## config.mk

```make
export PLATFORM = sky130hd
export DESIGN_NAME = bridge_config_header_regs
export DESIGN_NICKNAME = d
export VERILOG_FILES = /design/src/hdl/bridge_cfg_pkg.sv /design/src/hdl/bridge_config_header_regs.sv
export SDC_FILE = /design/constraint.sdc
export NUM_CORES = 1
export LEC_CHECK = 0
export ABC_AREA = 1
export BUFFER_PORTS_ARGS = -buffer_cell sky130_fd_sc_hd__buf_2
export CORE_UTILIZATION = 29
export CTS_BUF_LIST = sky130_fd_sc_hd__clkbuf_4 sky130_fd_sc_hd__clkbuf_8 sky130_fd_sc_hd__clkbuf_16
export DETAILED_ROUTE_END_ITERATION = 8
export PLACE_DENSITY_LB_ADDON = 0.1
export SETUP_SLACK_MARGIN = 0.15
export SLEW_MARGIN = 10
export SYNTH_ARGS = -nofsm -noshare
export SYNTH_HDL_FRONTEND = slang
export SYNTH_SLANG_ARGS = --single-unit
```

## constraint.sdc

```tcl
create_clock -name clk -period 1.7 [get_ports clk]
set_input_delay 0.17 -clock clk [delete_from_list [all_inputs] [get_ports clk]]
set_output_delay 0.17 -clock clk [all_outputs]
set_load 0.01 [all_outputs]
```

## src/hdl/bridge_cfg_pkg.sv

```systemverilog
// Behaviour
// - Programming interface byte always reads 00h
// - Class reads sub-class 04h, base 06h
// - Cache line size RW, reset 00h, unused
// - Both latency timers read 00h, writes ignored
// - Header type always reads 01h
// - Primary bus number RW byte, reset 00h
// - Secondary bus number RW byte, reset 00h
// - Subordinate bus number RW byte, reset 00h
// - I/O addressing capability nibbles read 1h
// - Base nibble gives window bottom bits 15:12
// - Limit nibble gives window top bits 15:12
// - Inclusive I/O window decides forwarding
// - Window bits 31:16 come from outside inputs
`default_nettype none

package bridge_cfg_pkg;

  // ****************************************
  // Register offsets (byte addresses)
  // ****************************************
  localparam int         ADDR_W      = 8;
  localparam logic [7:0] OFF_CLASS   = 8'h08;
  localparam logic [7:0] OFF_HDR     = 8'h0c;
  localparam logic [7:0] OFF_BUSNUM  = 8'h18;
  localparam logic [7:0] OFF_IOWIN   = 8'h1c;

  // ****************************************
  // Field positions
  // ****************************************
  localparam int PIF_LSB     = 8;
  localparam int SUBC_LSB    = 16;
  localparam int BASEC_LSB   = 24;
  localparam int CLS_LSB     = 0;
  localparam int PLAT_LSB    = 8;
  localparam int HDR_LSB     = 16;
  localparam int PBUS_LSB    = 0;
  localparam int SBUS_LSB    = 8;
  localparam int SUBB_LSB    = 16;
  localparam int SLAT_LSB    = 24;
  localparam int IOB_CAP_LSB = 0;
  localparam int IOB_LSB     = 4;
  localparam int IOL_CAP_LSB = 8;
  localparam int IOL_LSB     = 12;

  // ****************************************
  // Constant field values and resets
  // ****************************************
  localparam logic [7:0]  PROG_IF     = 8'h00;
  localparam logic [7:0]  SUB_CLASS   = 8'h04;
  localparam logic [7:0]  BASE_CLASS  = 8'h06;
  localparam logic [7:0]  LAT_TIMER   = 8'h00;
  localparam logic [7:0]  HDR_TYPE    = 8'h01;
  localparam logic [3:0]  IO_ADDR_CAP = 4'h1;
  localparam logic [7:0]  BYTE_RST    = 8'h00;
  localparam logic [3:0]  NIB_RST     = 4'h0;
  localparam logic [11:0] WIN_BOT_LOW = 12'h000;
  localparam logic [11:0] WIN_TOP_LOW = 12'hfff;

  // ****************************************
  // Carriers
  // ****************************************
  typedef struct packed {
    logic [ADDR_W-1:0] addr;
    logic [31:0]       wdata;
    logic              wr;
    logic              rd;
  } reg_req_s;

  typedef struct packed {
    logic        valid;
    logic [31:0] addr;
    logic [15:0] upper_base;
    logic [15:0] upper_limit;
  } io_req_s;

endpackage

`default_nettype wire

```

## src/hdl/bridge_config_header_regs.sv

```systemverilog
`default_nettype none

module bridge_config_header_regs (
  input  wire logic                      clk,             // 20 MHz core clock
  input  wire logic                      rst_n,           // Async reset, active low
  input  wire bridge_cfg_pkg::reg_req_s  reg_req,         // Register access request
  output var  logic [31:0]               rdata,           // Read data, cycle after read
  input  wire bridge_cfg_pkg::io_req_s   io_req,          // I/O address to classify
  output var  logic                      io_done,         // Classification pulse
  output var  logic                      io_forward,      // Address inside I/O window
  output var  logic [7:0]                primary_bus,     // Primary bus number
  output var  logic [7:0]                secondary_bus,   // Secondary bus number
  output var  logic [7:0]                subordinate_bus  // Subordinate bus number
);

  // ****************************************
  // Helpers
  // ****************************************
  function automatic logic [31:0] window_edge(input logic [15:0] upper,
                                              input logic [3:0]  nib,
                                              input logic [11:0] low);
    window_edge = {upper, nib, low};
  endfunction

  // Whole-dword decode; a byte address inside a dword does not alias onto it
  function automatic logic hits(input logic [bridge_cfg_pkg::ADDR_W-1:0] addr,
                                input logic [bridge_cfg_pkg::ADDR_W-1:0] off);
    hits = (addr == off);
  endfunction

  // ****************************************
  // Storage
  // ****************************************
  logic [7:0] cache_line_size;
  logic [3:0] io_window_base;
  logic [3:0] io_window_limit;

  // ****************************************
  // Decode
  // ****************************************
  wire logic sel_class  = hits(reg_req.addr, bridge_cfg_pkg::OFF_CLASS);
  wire logic sel_hdr    = hits(reg_req.addr, bridge_cfg_pkg::OFF_HDR);
  wire logic sel_busnum = hits(reg_req.addr, bridge_cfg_pkg::OFF_BUSNUM);
  wire logic sel_iowin  = hits(reg_req.addr, bridge_cfg_pkg::OFF_IOWIN);

  wire logic wr_hdr     = reg_req.wr && sel_hdr;
  wire logic wr_busnum  = reg_req.wr && sel_busnum;
  wire logic wr_iowin   = reg_req.wr && sel_iowin;

  // ****************************************
  // Read images
  // ****************************************
  // Low byte of the class dword is the revision, outside this block: reads zero
  wire logic [31:0] img_class = {bridge_cfg_pkg::BASE_CLASS,
                                 bridge_cfg_pkg::SUB_CLASS,
                                 bridge_cfg_pkg::PROG_IF,
                                 8'h00};

  // Top byte of this dword belongs to other logic and reads zero
  wire logic [31:0] img_hdr   = {8'h00,
                                 bridge_cfg_pkg::HDR_TYPE,
                                 bridge_cfg_pkg::LAT_TIMER,
                                 cache_line_size};

  wire logic [31:0] img_bus   = {bridge_cfg_pkg::LAT_TIMER,
                                 subordinate_bus,
                                 secondary_bus,
                                 primary_bus};

  // Upper half is the secondary status, outside this block
  wire logic [31:0] img_iowin = {16'h0000,
                                 io_window_limit,
                                 bridge_cfg_pkg::IO_ADDR_CAP,
                                 io_window_base,
                                 bridge_cfg_pkg::IO_ADDR_CAP};

  // Unmapped offsets read zero
  wire logic [31:0] read_mux = sel_class  ? img_class :
                               sel_hdr    ? img_hdr   :
                               sel_busnum ? img_bus   :
                               sel_iowin  ? img_iowin : 32'h0000_0000;

  wire logic [31:0] next_rdata = reg_req.rd ? read_mux : 32'h0000_0000;

  // ****************************************
  // I/O window
  // ****************************************
  wire logic [31:0] win_bottom = window_edge(io_req.upper_base,
                                             io_window_base,
                                             bridge_cfg_pkg::WIN_BOT_LOW);
  wire logic [31:0] win_top    = window_edge(io_req.upper_limit,
                                             io_window_limit,
                                             bridge_cfg_pkg::WIN_TOP_LOW);

  // Inclusive at both ends; a top edge below the bottom edge yields no hit
  wire logic in_window = (io_req.addr >= win_bottom) &&
                         (io_req.addr <= win_top);

  // ****************************************
  // Read data
  // ****************************************
  // Data stand for one cycle only so a stale word is never mistaken for an answer
  always_ff @(posedge clk or negedge rst_n) begin
    if (!rst_n) begin
      rdata <= 32'h0000_0000;
    end else begin
      rdata <= next_rdata;
    end
  end

  // ****************************************
  // Cache line size
  // ****************************************
  // Held for software only; nothing in the block reads it
  always_ff @(posedge clk or negedge rst_n) begin
    if (!rst_n) begin
      cache_line_size <= bridge_cfg_pkg::BYTE_RST;
    end else if (wr_hdr) begin
      cache_line_size <= reg_req.wdata[bridge_cfg_pkg::CLS_LSB +: 8];
    end
  end

  // ****************************************
  // Bus numbers
  // ****************************************
  always_ff @(posedge clk or negedge rst_n) begin
    if (!rst_n) begin
      primary_bus     <= bridge_cfg_pkg::BYTE_RST;
      secondary_bus   <= bridge_cfg_pkg::BYTE_RST;
      subordinate_bus <= bridge_cfg_pkg::BYTE_RST;
    end else if (wr_busnum) begin
      primary_bus     <= reg_req.wdata[bridge_cfg_pkg::PBUS_LSB +: 8];
      secondary_bus   <= reg_req.wdata[bridge_cfg_pkg::SBUS_LSB +: 8];
      subordinate_bus <= reg_req.wdata[bridge_cfg_pkg::SUBB_LSB +: 8];
    end
  end

  // ****************************************
  // I/O base and limit nibbles
  // ****************************************
  always_ff @(posedge clk or negedge rst_n) begin
    if (!rst_n) begin
      io_window_base  <= bridge_cfg_pkg::NIB_RST;
      io_window_limit <= bridge_cfg_pkg::NIB_RST;
    end else if (wr_iowin) begin
      io_window_base  <= reg_req.wdata[bridge_cfg_pkg::IOB_LSB +: 4];
      io_window_limit <= reg_req.wdata[bridge_cfg_pkg::IOL_LSB +: 4];
    end
  end

  // ****************************************
  // Forwarding decision
  // ****************************************
  // One cycle of latency keeps the comparator off the output path
  always_ff @(posedge clk or negedge rst_n) begin
    if (!rst_n) begin
      io_done    <= 1'b0;
      io_forward <= 1'b0;
    end else begin
      io_done    <= io_req.valid;
      io_forward <= io_req.valid && in_window;
    end
  end
endmodule // bridge_config_header_regs

`default_nettype wire

```

==> results_dict.tcl <==
set metrics [dict create \
    syn_inst 488 \
    tightestPinTransition_ps 542 \
    grt_setup_unrepaired "false" \
    core-area_sq_um 13200 \
    multi_input_area_sq_um 1850 \
    cts_buffers 9 \
    postSynthAreaPerCell_sq_um 8.09 \
    switchingPower_mw 0.996 \
    cts_buffer_depth 2 \
    grt_start_max_net_pins 41 \
    synth_cell_types 32 \
    r2r_setup_slack_ps 280 \
    track_usage 0.154 \
    initial_core_util 0.298 \
    slew_headroom 0.638 \
    cap_violations 0 \
    fin_tns_setup_ps 0 \
    gp_congestion 0.752 \
    drc 0 \
    num_rows 42 \
    min_from "reg_req[23]" \
    clk_latency_ps 330 \
    fin_util 0.393 \
    cp.arrival_ps 1680 \
    finalCritPeriodShare 0.833 \
    clock_sinks 67 \
    yosysSeqAreaShare 0.425 \
    min_path_cells 3 \
    synth_top_area_share 0.425 \
    p_leak_nw 3.04 \
    hold_path_end "subordinate_bus[5]" \
    io-pin-count 167 \
    ir_drop_uv 422 \
    r2r_end "io_forward" \
    synth-main-ff-cell "dfrtp_1" \
    cp.required_ps 1960 \
    yosys-top-cells-area "dfrtp_1, nand2_1, ha_1, inv_1, nor2_1" \
    gr-total-overflow 0 \
    synth.mux.area_fraction 0 \
    status "complete, no violations" \
    rr_startpoint "io_window_base[1]" \
    fin_ws_ps 284 \
    dr.pass1.iters 6 \
    cp_max_fo 3 \
    hold_viol 0 \
    die-height_um 119 \
    cts_root_buffer "clkbuf_16" \
    pwr-share-seq 0.427 \
    cts_tree "done" \
    finalSetupViolations 0 \
    syn-cell-area_sq_um 3950 \
    place_hpwl_mm 8.07 \
    grt_pass1_vias 3435 \
    clkPwrFrac 0.430 \
    synth-edff-count 0 \
    die_w_um 119 \
    power_mw 3.93 \
    worstSetupPathType "flip-flop to flip-flop" \
    drt-initial-drc-count 154 \
    postRouteAntennaNets 0 \
    synth-adder-area-share 0.127 \
    die_area_sq_um 14100 \
    synth_top_family_by_area "simple AND/OR/NAND/NOR gates" \
    p_int_mw 2.94 \
    synth-seq-cells 67 \
    synth_top_area_cell "dfrtp_1" \
    critPathLaunchType "flip-flop" \
    grt_pass1_wl_mm 16.9 \
    fillers 1424 \
    yosysMostFrequentCell "nand2_1" \
    port_buffers 152 \
    yosys.area_share.simple 0.233 \
    postLayoutCellArea_sq_um 5200 \
    reg2reg_depth 10 \
    synth_warnings 0 \
    cts.clk_slew.worst_paths_ps 50 \
    drt-total-wl_mm 10.2 \
    worst_setup_path_end_kind "flip-flop" \
    antenna_found_initial 1 \
    dp_slack_ps 118 \
    nNetsFinal 797 \
    detail_route.wl_per_cell_um 12.3 \
    power_density_nw_per_um2 756 \
    fmax_mhz 706 \
    layoutNonFillerInstCount 830 \
    viasPerCell 4.22 \
    htree_levels 3 \
    fin_crit_ps 1420 \
    hold_class "primary input to flip-flop" \
    seqCellArea_sq_um 1680 \
    synth_compound_area_frac 0.0982 \
    synth-xor-area-share 0 \
    netSwitchingFraction 0.253 \
    p_comb_frac 0.143 \
    fin_hold_ws_ps 72.2 \
    vias 3503 \
    postPlaceCellArea_sq_um 4890 \
    dp.cells 811 \
    layout-drive-gt1-share 0.311 \
    slew_viol_final 0 \
    ys_top_cells_by_count "nand2_1, inv_1, dfrtp_1" \
    synth-async-reset-ratio 1.00 \
    final.setup_skew_ps 2.22 \
    area_growth_pct 31.7 \
]
how the worst max path moves through the flow:
| stage | start | endpoint | cells past startpoint |
|---|---|---|---|
| global placement | reg_req[39] | subordinate_bus[7] | 7 |
| detailed placement | reg_req[39] | secondary_bus[1] | 7 |
| floorplan | io_window_base[1] | io_forward | 10 |
| global route | io_window_base[1] | io_forward | 10 |
| finish | io_window_base[1] | io_forward | 10 |
| CTS | io_window_base[3] | io_forward | 10 |
metal layers:
metal  up-vias  part of all wire  GRT usage
li1       1830                 -          -
met1      1576              0.47      0.205
met2        87              0.46      0.246
met3        10             0.049     0.0381
met4         0             0.012     0.0475
met5         -                 0          0
critical path: stages (launching register included):
cell,delay (ps)
dfrtp_1,380
inv_1,50
ha_1,280
nand2_1,50
nor2_1,90
nand2_1,80
nor2_2,130
nand2_1,70
nand4_1,80
nand2_1,50
nor2_1,80
sequential cells by signal, indices dropped and copies added (netlist names):
signal           flops
rdata               25
subordinate_bus      8
secondary_bus        8
primary_bus          8
io_forward           1
io_window_limit      4
cache_line_size      8
io_window_base       4
io_done              1
cell type report:
cell class | instances | area share
multi-input cells | 325 | 0.355
inverters | 84 | 0.0606
clock buffers | 13 | 0.0491
well taps | 176 | 0.0423
diodes | 1 | 0.000481
repair buffers | 161 | 0.167
flip-flops and latches | 67 | 0.322
clock inverters | 3 | 0.00289
logic make-up after synthesis:
group / Yosys count
fa+ha+maj: 40
compound gates: 66
buf+inv: 101
flops: 67
simple gates: 213
other cells: 1
placed cells by master, fill, tap and decap left out, types with 4 or more instances in the layout:
cell type | synthesis | routed
buf_4 | 9 | 4
nand4_1 | 5 | 5
a21oi_2 | 4 | 4
conb_1 | 1 | 6
dfrtp_1 | 67 | 67
nor2_1 | 43 | 42
clkbuf_16 | 0 | 9
nand2_2 | 4 | 4
o21ai_2 | 8 | 8
o21ai_1 | 21 | 22
inv_1 | 81 | 80
clkbuf_4 | 0 | 4
ha_1 | 40 | 39
a21oi_1 | 22 | 22
nand3_1 | 12 | 12
a31oi_1 | 4 | 4
buf_2 | 1 | 152
nand2_1 | 137 | 137
repair_timing:
item / in CTS / in global routing
hold endpoints to repair: 20 / 0
hold buffers: 2 / 0
buffers inserted: 0 / 0
endpoints found under the setup margin: 0 / 1
gates resized for setup: 0 / 4
power by group through the flow:
stage	Sequential [mW]	Clock [mW]	Combinational [mW]
2_1_floorplan	1.72	0	0.278
3_3_place_gp	1.70	0	0.553
3_5_place_dp	1.71	0	0.565
4_1_cts	1.68	1.74	0.572
5_1_grt	1.69	1.80	0.655
6_report	1.68	1.69	0.562
No activity file was read; power rests on OpenSTA's default activity.
